File: src/hdl/nbu_pkg.sv
// nbu_pkg: constants and types shared by the nine-bit serial channel.
// assumes a 32-bit apb slave with word-aligned registers.
`default_nettype none

package nbu_pkg;

    // =====================================================================
    // register byte offsets
    localparam logic [7:0] OFF_MODE0 = 8'h00;   // serial_mode_reg0
    localparam logic [7:0] OFF_CTRL = 8'h04;    // serial_control_reg
    localparam logic [7:0] OFF_DATA = 8'h08;    // serial_data_buffer
    localparam logic [7:0] OFF_MODE2 = 8'h0C;   // serial_mode_reg2
    localparam logic [7:0] OFF_BAUD = 8'h10;    // clocks per bit
    localparam logic [7:0] OFF_ODS = 8'h14;     // open_drain_select_reg
    localparam logic [7:0] OFF_ISTAT = 8'h18;   // sticky events, read clears
    localparam logic [7:0] OFF_IMASK = 8'h1C;   // event mask
    localparam logic [7:0] OFF_SELCODE = 8'h20; // own selection code

    // =====================================================================
    // field positions
    localparam int MODE0_SM_LO = 0;      // channel_mode_select [1:0]
    localparam int MODE0_WU = 2;         // wakeup_enable
    localparam int MODE0_TB8 = 3;        // tx_ninth_bit
    localparam int MODE0_RXE = 4;        // receive enable
    localparam int CTRL_RB8 = 0;         // rx_ninth_bit, read only
    localparam int CTRL_PE = 1;          // parity_enable
    localparam int CTRL_BUSY = 2;        // transmitter busy, read only
    localparam int MODE2_STOP_LENGTH_SELECT = 0;      // stop_length_select: 0 one, 1 two
    localparam int ODS_TX = 0;           // serial_out_pin open drain
    localparam int SEL_AUTO = 8;         // hardware match clears wakeup
    localparam int EV_RX = 0;
    localparam int EV_TX = 1;

    // =====================================================================
    // encodings and reset values
    localparam logic [1:0] SM_NINE_BIT = 2'h3;
    localparam logic [15:0] BAUD_RESET = 16'h0010;
    localparam logic [15:0] BAUD_MIN = 16'h0002;
    localparam logic [3:0] FRAME_BITS = 4'h9;   // eight data bits plus ninth

    typedef struct packed {
        logic ninth;
        logic [7:0] data;
    } nbu_frame_t;

    typedef enum logic [3:0] {
        NBU_IDLE = 4'h1,
        NBU_START = 4'h2,
        NBU_BITS = 4'h4,
        NBU_STOP = 4'h8
    } nbu_state_t;

endpackage : nbu_pkg

`default_nettype wire

File: src/hdl/nbu_uart.sv
// nbu_uart: nine-bit asynchronous serial channel with slave wake-up,
// reached over apb. assumes rx_in is already synchronous to pclk and
// that the board pulls the shared line high when nobody drives it low.
//
// Notes on behaviour
// - mode field 11 selects nine-bit operation
// - transmit ninth bit from tx_ninth_bit field
// - received ninth bit lands in rx_ninth_bit
// - stop bit count follows stop_length_select
// - wakeup_enable set enables slave wake-up
// - wake-up: interrupt only when ninth bit one
// - slave transmit pin used open drain
// - matching selection code clears wakeup_enable
// - waiting slaves ignore ninth-bit-zero payload
// - selected slave may transmit reply
// - interrupts on frame received, frame sent
//
// Implementation choices: the APB interface to the registers and the address map.
`default_nettype none

module nbu_uart (
    input wire logic pclk,
    input wire logic presetn,
    input wire logic psel,
    input wire logic penable,
    input wire logic pwrite,
    input wire logic [31:0] paddr,
    input wire logic [31:0] pwdata,
    output logic [31:0] prdata,
    output logic pready,
    output logic pslverr,
    input wire logic rx_in,
    output logic serial_out_pin,
    output logic serial_out_oe,
    output logic irq
);

    // =====================================================================
    // register state
    logic [1:0] channel_mode_select_reg;
    logic wakeup_enable_reg;
    logic tx_ninth_bit_reg;
    logic rx_enable_reg;
    logic parity_enable_reg;
    logic stop_length_select_reg;
    logic [15:0] baud_reg;
    logic open_drain_select_reg;
    logic [1:0] istat_reg;
    logic [1:0] imask_reg;
    logic [8:0] selcode_reg;
    nbu_pkg::nbu_frame_t rx_frame_reg;

    logic nine_bit_mode;
    logic bus_done;
    logic wr_en;
    logic rd_en;
    logic addr_ok;
    logic [1:0] ev;
    logic tx_done;
    logic rx_done;
    logic rx_raise;
    logic rx_match;
    logic tx_busy;
    logic [1:0] istat_clr;

    // word offset decode, used by both read mux and write strobes
    function automatic logic hit(input logic [31:0] a, input logic [7:0] off);
        hit = (a[31:8] == 24'h000000) && (a[7:0] == off);
    endfunction : hit

    // only the nine-bit mode is built; other mode codes leave the line idle
    assign nine_bit_mode = (channel_mode_select_reg == nbu_pkg::SM_NINE_BIT);

    // =====================================================================
    // apb slave: one wait state, pready straight from a flop
    assign bus_done = psel && penable && pready;
    assign wr_en = bus_done && pwrite;
    assign rd_en = bus_done && !pwrite;
    assign addr_ok = hit(paddr, nbu_pkg::OFF_MODE0) || hit(paddr, nbu_pkg::OFF_CTRL)
        || hit(paddr, nbu_pkg::OFF_DATA) || hit(paddr, nbu_pkg::OFF_MODE2)
        || hit(paddr, nbu_pkg::OFF_BAUD) || hit(paddr, nbu_pkg::OFF_ODS)
        || hit(paddr, nbu_pkg::OFF_ISTAT) || hit(paddr, nbu_pkg::OFF_IMASK)
        || hit(paddr, nbu_pkg::OFF_SELCODE);

    // pready rises in the second access cycle and drops right after the handshake
    always_ff @(posedge pclk or negedge presetn) begin
        if (!presetn) begin
            pready <= 1'b0;
            pslverr <= 1'b0;
        end else begin
            pready <= psel && penable && !pready;
            pslverr <= psel && penable && !pready && !addr_ok;
        end
    end

    // read data is captured together with pready so it holds through the edge
    always_ff @(posedge pclk or negedge presetn) begin
        if (!presetn) begin
            prdata <= 32'h00000000;
        end else if (psel && penable && !pready && !pwrite) begin
            prdata <= 32'h00000000;
            if (hit(paddr, nbu_pkg::OFF_MODE0)) begin
                prdata[4:0] <= {rx_enable_reg, tx_ninth_bit_reg, wakeup_enable_reg,
                    channel_mode_select_reg};
            end
            if (hit(paddr, nbu_pkg::OFF_CTRL)) begin
                prdata[2:0] <= {tx_busy, parity_enable_reg, rx_frame_reg.ninth};
            end
            if (hit(paddr, nbu_pkg::OFF_DATA)) begin
                prdata[7:0] <= rx_frame_reg.data;
            end
            if (hit(paddr, nbu_pkg::OFF_MODE2)) begin
                prdata[0] <= stop_length_select_reg;
            end
            if (hit(paddr, nbu_pkg::OFF_BAUD)) begin
                prdata[15:0] <= baud_reg;
            end
            if (hit(paddr, nbu_pkg::OFF_ODS)) begin
                prdata[0] <= open_drain_select_reg;
            end
            if (hit(paddr, nbu_pkg::OFF_ISTAT)) begin
                prdata[1:0] <= istat_reg;
            end
            if (hit(paddr, nbu_pkg::OFF_IMASK)) begin
                prdata[1:0] <= imask_reg;
            end
            if (hit(paddr, nbu_pkg::OFF_SELCODE)) begin
                prdata[8:0] <= selcode_reg;
            end
        end
    end

    // =====================================================================
    // mode 0: wakeup_enable is also cleared by a matching selection frame
    always_ff @(posedge pclk or negedge presetn) begin
        if (!presetn) begin
            channel_mode_select_reg <= 2'h0;
            wakeup_enable_reg <= 1'b0;
            tx_ninth_bit_reg <= 1'b0;
            rx_enable_reg <= 1'b0;
        end else begin
            if (wr_en && hit(paddr, nbu_pkg::OFF_MODE0)) begin
                channel_mode_select_reg <= pwdata[nbu_pkg::MODE0_SM_LO +: 2];
                wakeup_enable_reg <= pwdata[nbu_pkg::MODE0_WU];
                tx_ninth_bit_reg <= pwdata[nbu_pkg::MODE0_TB8];
                rx_enable_reg <= pwdata[nbu_pkg::MODE0_RXE];
            end else if (rx_match) begin
                wakeup_enable_reg <= 1'b0;
            end
        end
    end

    // remaining plain configuration registers
    always_ff @(posedge pclk or negedge presetn) begin
        if (!presetn) begin
            parity_enable_reg <= 1'b0;
            stop_length_select_reg <= 1'b0;
            baud_reg <= nbu_pkg::BAUD_RESET;
            open_drain_select_reg <= 1'b0;
            imask_reg <= 2'h0;
            selcode_reg <= 9'h000;
        end else if (wr_en) begin
            // parity bit is stored only; no parity is ever sent in this mode
            if (hit(paddr, nbu_pkg::OFF_CTRL)) begin
                parity_enable_reg <= pwdata[nbu_pkg::CTRL_PE];
            end
            if (hit(paddr, nbu_pkg::OFF_MODE2)) begin
                stop_length_select_reg <= pwdata[nbu_pkg::MODE2_STOP_LENGTH_SELECT];
            end
            // a divisor below two would leave no mid-bit sample point
            if (hit(paddr, nbu_pkg::OFF_BAUD)) begin
                baud_reg <= (pwdata[15:0] < nbu_pkg::BAUD_MIN) ? nbu_pkg::BAUD_MIN
                    : pwdata[15:0];
            end
            if (hit(paddr, nbu_pkg::OFF_ODS)) begin
                open_drain_select_reg <= pwdata[nbu_pkg::ODS_TX];
            end
            if (hit(paddr, nbu_pkg::OFF_IMASK)) begin
                imask_reg <= pwdata[1:0];
            end
            if (hit(paddr, nbu_pkg::OFF_SELCODE)) begin
                selcode_reg <= pwdata[8:0];
            end
        end
    end

    // =====================================================================
    // interrupt status: a read clears only the bits it returned, so an event
    // landing between the data capture and the handshake is not lost
    assign ev = {tx_done, rx_raise};
    assign istat_clr = (rd_en && hit(paddr, nbu_pkg::OFF_ISTAT)) ? prdata[1:0] : 2'h0;
    always_ff @(posedge pclk or negedge presetn) begin
        if (!presetn) begin
            istat_reg <= 2'h0;
            irq <= 1'b0;
        end else begin
            istat_reg <= (istat_reg & ~istat_clr) | ev;
            irq <= |(((istat_reg & ~istat_clr) | ev) & imask_reg);
        end
    end

    // =====================================================================
    // transmitter: a data write launches one frame
    nbu_pkg::nbu_state_t tx_state_reg;
    logic [15:0] tx_cnt_reg;
    logic [3:0] tx_bit_reg;
    logic [8:0] tx_shift_reg;
    logic tx_tick;
    logic tx_line;

    assign tx_busy = (tx_state_reg != nbu_pkg::NBU_IDLE);
    assign tx_tick = (tx_cnt_reg == (baud_reg - 16'h0001));
    assign tx_done = (tx_state_reg == nbu_pkg::NBU_STOP) && tx_tick
        && (tx_bit_reg == {3'h0, stop_length_select_reg});

    // a write while busy is dropped; software waits for the transmit event
    always_ff @(posedge pclk or negedge presetn) begin
        if (!presetn) begin
            tx_state_reg <= nbu_pkg::NBU_IDLE;
            tx_cnt_reg <= 16'h0000;
            tx_bit_reg <= 4'h0;
            tx_shift_reg <= 9'h1FF;
        end else begin
            tx_cnt_reg <= (tx_busy && !tx_tick) ? tx_cnt_reg + 16'h0001 : 16'h0000;
            unique case (tx_state_reg)
                nbu_pkg::NBU_IDLE: begin
                    if (wr_en && hit(paddr, nbu_pkg::OFF_DATA) && nine_bit_mode) begin
                        tx_shift_reg <= {tx_ninth_bit_reg, pwdata[7:0]};
                        tx_bit_reg <= 4'h0;
                        tx_state_reg <= nbu_pkg::NBU_START;
                    end
                end
                nbu_pkg::NBU_START: begin
                    if (tx_tick) begin
                        tx_state_reg <= nbu_pkg::NBU_BITS;
                    end
                end
                nbu_pkg::NBU_BITS: begin
                    if (tx_tick) begin
                        tx_shift_reg <= {1'b1, tx_shift_reg[8:1]};
                        if (tx_bit_reg == nbu_pkg::FRAME_BITS - 4'h1) begin
                            tx_bit_reg <= 4'h0;
                            tx_state_reg <= nbu_pkg::NBU_STOP;
                        end else begin
                            tx_bit_reg <= tx_bit_reg + 4'h1;
                        end
                    end
                end
                nbu_pkg::NBU_STOP: begin
                    if (tx_done) begin
                        tx_state_reg <= nbu_pkg::NBU_IDLE;
                    end else if (tx_tick) begin
                        tx_bit_reg <= tx_bit_reg + 4'h1;
                    end
                end
            endcase
        end
    end

    // line level; open drain only ever pulls low and releases for a high
    assign tx_line = (tx_state_reg == nbu_pkg::NBU_START) ? 1'b0
        : (tx_state_reg == nbu_pkg::NBU_BITS) ? tx_shift_reg[0] : 1'b1;
    always_ff @(posedge pclk or negedge presetn) begin
        if (!presetn) begin
            serial_out_pin <= 1'b1;
            serial_out_oe <= 1'b0;
        end else begin
            serial_out_pin <= open_drain_select_reg ? 1'b0 : tx_line;
            serial_out_oe <= open_drain_select_reg ? !tx_line : 1'b1;
        end
    end

    // =====================================================================
    // receiver: samples each bit at its middle
    nbu_pkg::nbu_state_t rx_state_reg;
    logic [15:0] rx_cnt_reg;
    logic [3:0] rx_bit_reg;
    logic [8:0] rx_shift_reg;
    logic rx_mid;

    assign rx_mid = (rx_cnt_reg == {1'b0, baud_reg[15:1]});
    assign rx_done = (rx_state_reg == nbu_pkg::NBU_STOP) && rx_mid;
    // with wake-up on, only frames whose ninth bit is one are passed up
    assign rx_raise = rx_done && rx_in && !(wakeup_enable_reg && !rx_shift_reg[8]);
    assign rx_match = rx_raise && wakeup_enable_reg && selcode_reg[nbu_pkg::SEL_AUTO]
        && (rx_shift_reg[7:0] == selcode_reg[7:0]);

    // a frame with a low stop bit is discarded; only one stop bit is checked
    always_ff @(posedge pclk or negedge presetn) begin
        if (!presetn) begin
            rx_state_reg <= nbu_pkg::NBU_IDLE;
            rx_cnt_reg <= 16'h0000;
            rx_bit_reg <= 4'h0;
            rx_shift_reg <= 9'h000;
        end else begin
            rx_cnt_reg <= (rx_state_reg == nbu_pkg::NBU_IDLE
                || rx_cnt_reg == baud_reg - 16'h0001) ? 16'h0000 : rx_cnt_reg + 16'h0001;
            unique case (rx_state_reg)
                nbu_pkg::NBU_IDLE: begin
                    if (!rx_in && rx_enable_reg && nine_bit_mode) begin
                        rx_state_reg <= nbu_pkg::NBU_START;
                    end
                end
                nbu_pkg::NBU_START: begin
                    if (rx_mid) begin
                        rx_bit_reg <= 4'h0;
                        rx_state_reg <= rx_in ? nbu_pkg::NBU_IDLE : nbu_pkg::NBU_BITS;
                    end
                end
                nbu_pkg::NBU_BITS: begin
                    if (rx_mid) begin
                        rx_shift_reg <= {rx_in, rx_shift_reg[8:1]};
                        if (rx_bit_reg == nbu_pkg::FRAME_BITS - 4'h1) begin
                            rx_state_reg <= nbu_pkg::NBU_STOP;
                        end else begin
                            rx_bit_reg <= rx_bit_reg + 4'h1;
                        end
                    end
                end
                nbu_pkg::NBU_STOP: begin
                    if (rx_mid) begin
                        rx_state_reg <= nbu_pkg::NBU_IDLE;
                    end
                end
            endcase
        end
    end

    // buffer and ninth bit update only for frames that are passed up
    always_ff @(posedge pclk or negedge presetn) begin
        if (!presetn) begin
            rx_frame_reg <= '0;
        end else if (rx_raise) begin
            rx_frame_reg <= rx_shift_reg;
        end
    end

endmodule : nbu_uart

`default_nettype wire

File: config.mk
export PLATFORM = sky130hd
export DESIGN_NAME = nbu_uart
export DESIGN_NICKNAME = d
export VERILOG_FILES = /design/src/hdl/nbu_pkg.sv /design/src/hdl/nbu_uart.sv
export SDC_FILE = /design/constraint.sdc
export NUM_CORES = 1
export LEC_CHECK = 0
export BUFFER_PORTS_ARGS = -buffer_cell sky130_fd_sc_hd__buf_4
export CORE_AREA = 2 2 173 90
export DETAILED_ROUTE_END_ITERATION = 10
export DIE_AREA = 0 0 175 92
export PLACE_DENSITY = 0.76
export SKIP_LAST_GASP = 1
export SLEW_MARGIN = 20
export SYNTH_ARGS = -nofsm -noshare
export SYNTH_HDL_FRONTEND = slang
export SYNTH_SLANG_ARGS = --single-unit
File: constraint.sdc
create_clock -name pclk -period 9.06 [get_ports pclk]
set_clock_uncertainty 0.2 [all_clocks]
set_input_delay 0.453 -clock pclk [delete_from_list [all_inputs] [get_ports pclk]]
set_output_delay 0.453 -clock pclk [all_outputs]
set_load 0.005 [all_outputs]
Yosys cells after proc, flatten, opt, wreduce, memory -nomap -nowiden. Cells that the tools add are included. W data, S select, Z words.

Bits in registers: 133. Bits of input ports: 70. Output and inout port bits: 37. Logic and storage cells: 188.

Add/sub/neg operators: 5. Magnitude comparators: 1. Eq/ne operators: 38. Multiplexer cells: 45. Bitwise gates (word level): 4. Reductions and logical operators: 68.

Operator list (count): $mux W4 (18); $mux W16 (4); $add A16 B1 Y16 const B (2); $eq A16 B16 Y1 (2); $eq A8 B5 Y1 const B (4); $logic_and A1 B1 Y1 (32); $pmux W4 S4 (2); $mux W9 (3); $logic_not A24 Y1 (1); $ne A2 B2 Y1 const B (12); $pmux W9 S2 (1); $eq A16 B15 Y1 (1); $eq A4 B4 Y1 const B (4); $eq A8 B4 Y1 const B (2); $lt A16 B2 Y1 const B (1); $sub A16 B1 Y16 const B (1); $reduce_and A5 Y1 (3); $reduce_and A2 Y1 (7); $pmux W4 S3 (1); $logic_or A1 B1 Y1 (9); $add A4 B1 Y4 const B (2); $eq A4 B1 Y1 const B (2); $eq A4 B2 Y1 const B (2); $eq A4 B3 Y1 const B (2); other kinds (23) (43).

Logic depth before layout (Yosys ltp).
Word-level depth: 12. Mapped depth: 14. Depth with buffers taken out: 10.

Worst setup path after synthesis. OpenSTA, ideal clock, no wires.

Path kind: reg-to-reg. Start: reg baud_reg[0]. End: reg tx_shift_reg[5]. Library setup time: 0.077 ns. Arrival time: 3.462 ns. Required time: 8.783 ns. Slack: 5.321 ns. Stages on the path, launching flop included: 14. Path buffers: 3. Period minus slack after synthesis: 3.739 ns. Cell sequence: dfrtp_1 > buf_6 > inv_1 > ha_1 > or3b_4 > or3_4 > xnor2_1 > nand4_1 > or4_1 > or4_1 > buf_2 > buf_6 > o32a_1 > o21a_1.

Cells in the longest elaborated chain, start to end: 4.

RTL lines: start: declaration (RTL line nbu_uart.sv:46) `logic [15:0] baud_reg;`; start signal: assignment (RTL line nbu_uart.sv:158) `baud_reg <= nbu_pkg::BAUD_RESET;`; start signal: assignment (RTL line nbu_uart.sv:172) `baud_reg <= (pwdata[15:0] < nbu_pkg::BAUD_MIN) ? nbu_pkg::BAUD_MIN`; $sub A16 B1 Y16 (RTL line nbu_uart.sv:212) `assign tx_tick = (tx_cnt_reg == (baud_reg - 16'h0001));`; $eq A16 B16 Y1 (RTL line nbu_uart.sv:212); $ne A2 B2 Y1 (no source line); $reduce_and A3 Y1 (no source line); end signal: assignment (RTL line nbu_uart.sv:228) `tx_shift_reg <= {tx_ninth_bit_reg, pwdata[7:0]};`; end signal: assignment (RTL line nbu_uart.sv:240) `tx_shift_reg <= {1'b1, tx_shift_reg[8:1]};`; end: declaration (RTL line nbu_uart.sv:207) `logic [8:0] tx_shift_reg;`.

No other way between the ends. A chain may end at the register's enable or synchronous reset.

Worst setup path in the final report.
Start: reg baud_reg[0]. End: reg tx_cnt_reg[4].

Cells in the longest elaborated chain, start to end: 5.

RTL lines: $sub A16 B1 Y16 (RTL line nbu_uart.sv:212); $eq A16 B16 Y1 (RTL line nbu_uart.sv:212); $logic_not A1 Y1 (RTL line nbu_uart.sv:224) `tx_cnt_reg <= (tx_busy && !tx_tick) ? tx_cnt_reg + 16'h0001 : 16'h0000;`; $logic_and A1 B1 Y1 (RTL line nbu_uart.sv:224); $mux W16 (RTL line nbu_uart.sv:224); end signal: assignment (RTL line nbu_uart.sv:224); end: declaration (RTL line nbu_uart.sv:205) `logic [15:0] tx_cnt_reg;`.

No other way between the ends.

==> results.toml <==
[placement]
portBuffers = 74
place_congestion = 0.938
dpl_cell_area_mm2 = 0.00848
hpwl_um = 15500

[sta]
setup_viol = 0
hold_slack_ps = 69.1
grt_setup_unrepaired = "false"
worst_slew_pin_slew_ps = 912
tns_ps = 0
clock.fmax_mhz = 205
min_period_over_period = 0.538
slew_headroom = 0.387
fin_crit_ps = 4870
hold_viol_final = 0
slew_viol_final = 0

[logic_synthesis]
synth_top_area_frac = 0.379
synthArstFlopShare = 1.00
synth_edf_count = 0
yosysSeqAreaShare = 0.422
netlist_instances = 834
syn_area_per_cell_um2 = 9.50
yosys_register_bits = 133
ys_types = 69
yosys_warnings = 0
synth_area_leaders = "dfrtp_1, mux2_2, xnor2_1"
yosysTopAreaCell = "dfrtp_1"
synth_area_mm2 = 0.00792
synth_flop_cell = "dfrtp_1"

[grt]
grt_pass1_wl_um = 34100
antenna_found_initial = 0
grt_pass1_vias = 6075
overflow = 0
use_met1 = 0.448
use_met3 = 0.0937
gr-max-usage-layer = "met1"
grt_util_all_layers = 0.279
use_met2 = 0.349
grt_max_degree = 70

[clock_tree]
hold_buffers = 1
cts.path.max_buffers = 2
cts_buffers = 17
cts_max_level = 4
cts_setup_buffers = 0
cts_resized = 0
clk_transition_reported_paths_ps = 60
cts_tree = "done"
clock-sinks = 133
root_buffer = "clkbuf_16"
insertion_delay_ps = 430

[setup_path]
crit_path_start_kind = "register"
crit_slowest_cell = "or4_1"
crit_type = "register to register"
critical_path_required_ps = 9150
r2r_end = "tx_cnt_reg[4]"
cp.arrival_ps = 4960
crit_top_cell = "or4_1"
worstPathCellList = "inv_1, ha_1, nor3b_2, nand3_1, o22ai_1, nand4_1, or4_1, or4_1, nand2_1, nor2_1"
cp_slowest_stage_delay_ps = 860
r2r-start = "baud_reg[0]"
cp_max_fo = 17
end_kind = "register"
reg2reg_depth = 10
reg2reg_slack_ps = 4190

[power]
ir_drop_v = 0.000132
p_per_area_mw_per_mm2 = 173
total_power_w = 0.00158
total_leakage_power_nw = 4.13

[routing]
drt_iter0_markers = 947
via_per_inst = 6.11
remaining_drc_errors = 0
drt-pass1-iter-count = 7
detail-route-antenna-nets = 0
via_count = 6704
wl_per_cell_um = 19.6
routed_wl_um = 21500

[final_layout]
nFillCells = 1272
antennaDiodeCount = 0
drive_gt1_frac = 0.217
final_nets = 957
synthToLayoutAreaGrowth_pct = 14.9
fin_area_mm2 = 0.00910

[floorplanning]
initial_core_util = 0.533
rows = 32
die_x_um = 175
ioPinCount = 107
core_mm2 = 0.0149
die_h_um = 92
die_area_mm2 = 0.0161

[worst_hold_path]
holdPathEnd = "baud_reg[10]"
min_from = "pwdata[10]"
holdPathStages = 2
hold_path_class = "input port to register"

[run]
maxCapViolCount = 0

[status]
status = "completed"
-- power by group --
group	leakage (nW)	switching, W	internal (W)	total [W]
Clock	0.300	0.000271	0.000447	0.000718
Combinational	2.05	0.000122	0.0000842	0.000206
Sequential	1.78	0.0000350	0.000619	0.000654
Total	4.13	0.000427	0.00115	0.00158
-- kinds of logic (layout without fill, tap and decap cells) --
kind of cell             after synthesis  count (layout)  share of synthesized area
AND/OR/NAND/NOR                      321             321                      0.207
other                                  1              16                   0.000473
XOR/XNOR                              90              90                     0.0995
buffers and inverters                 90             134                     0.0550
multiplexers                          62              62                     0.0900
AO/OA/AOI/OAI                        130             130                      0.115
adder cells (fa/ha/maj)                7               7                     0.0111
flip-flops                           133             133                      0.422
-- through the flow --
stage          cells  worst slack [ps]   util
4_1_cts         1097              4340  0.612
6_report        1097              4190  0.613
5_1_grt         1097              3950  0.613
2_1_floorplan    849              5320      -
3_3_place_gp    1064              4410  0.571
3_5_place_dp    1064              4390  0.571
-- cell usage after synthesis (all sizes together) (14+ instances only) --
| cell type | n |
|---|---|
| a21oi | 14 |
| buf | 30 |
| clkbuf | 38 |
| dfrtp | 120 |
| inv | 22 |
| mux2 | 54 |
| nand2 | 76 |
| nand3 | 29 |
| nand4 | 18 |
| nor2 | 78 |
| nor3 | 21 |
| nor4 | 25 |
| o21ai | 42 |
| xnor2 | 47 |
| xor2 | 43 |
-- worst max path at each step --
stage                      from               to  slack [ps]  depth (start not counted)
floorplan           baud_reg[0]  tx_shift_reg[5]        5320                         13
global placement    baud_reg[0]   tx_cnt_reg[15]        4410                         10
detailed placement  baud_reg[0]    tx_cnt_reg[7]        4390                         10
CTS                 baud_reg[0]    tx_cnt_reg[4]        4340                         10
global route        baud_reg[0]    tx_cnt_reg[8]        3950                         10
finish              baud_reg[0]    tx_cnt_reg[4]        4190                         10
-- worst max-delay path, delay by kind of cell, from the launching register on --
kind | cells | cell delay [ps]
compound gates | 1 | 320
flops | 1 | 490
fa+ha+maj | 1 | 320
simple gates | 7 | 3290
buf+inv | 1 | 100
-- cells in the final DEF (no fill, tap or decap), types with 12 or more instances in the layout --
cell / n
nand2_1: 76
a21oi_1: 14
dfstp_2: 13
nor3_1: 21
nor4_1: 24
dfrtp_1: 120
nor2_1: 77
inv_1: 22
buf_4: 78
nand4_1: 18
and3_1: 12
mux2_2: 54
nand3_1: 29
clkbuf_16: 17
o21ai_0: 39
xnor2_1: 47
xor2_1: 43
conb_1: 16
nor2b_1: 13
-- final cells by class --
cell class | instances | area, um2 | share of cell area
multi-input cells | 626 | 4200 | 0.462
clock inverters | 12 | 153 | 0.0168
clock buffers | 20 | 457 | 0.0502
flip-flops and latches | 133 | 3340 | 0.368
repair buffers | 80 | 607 | 0.0667
inverters | 22 | 82.6 | 0.00907
well taps | 204 | 255 | 0.0280
-- routing by layer --
metal / vias to the layer above / share of wire
met5: - / 0
met4: 0 / 0.012
met3: 32 / 0.11
met2: 317 / 0.39
met1: 3308 / 0.49
li1: 3047 / -
Power figures use the tool's default switching activity.
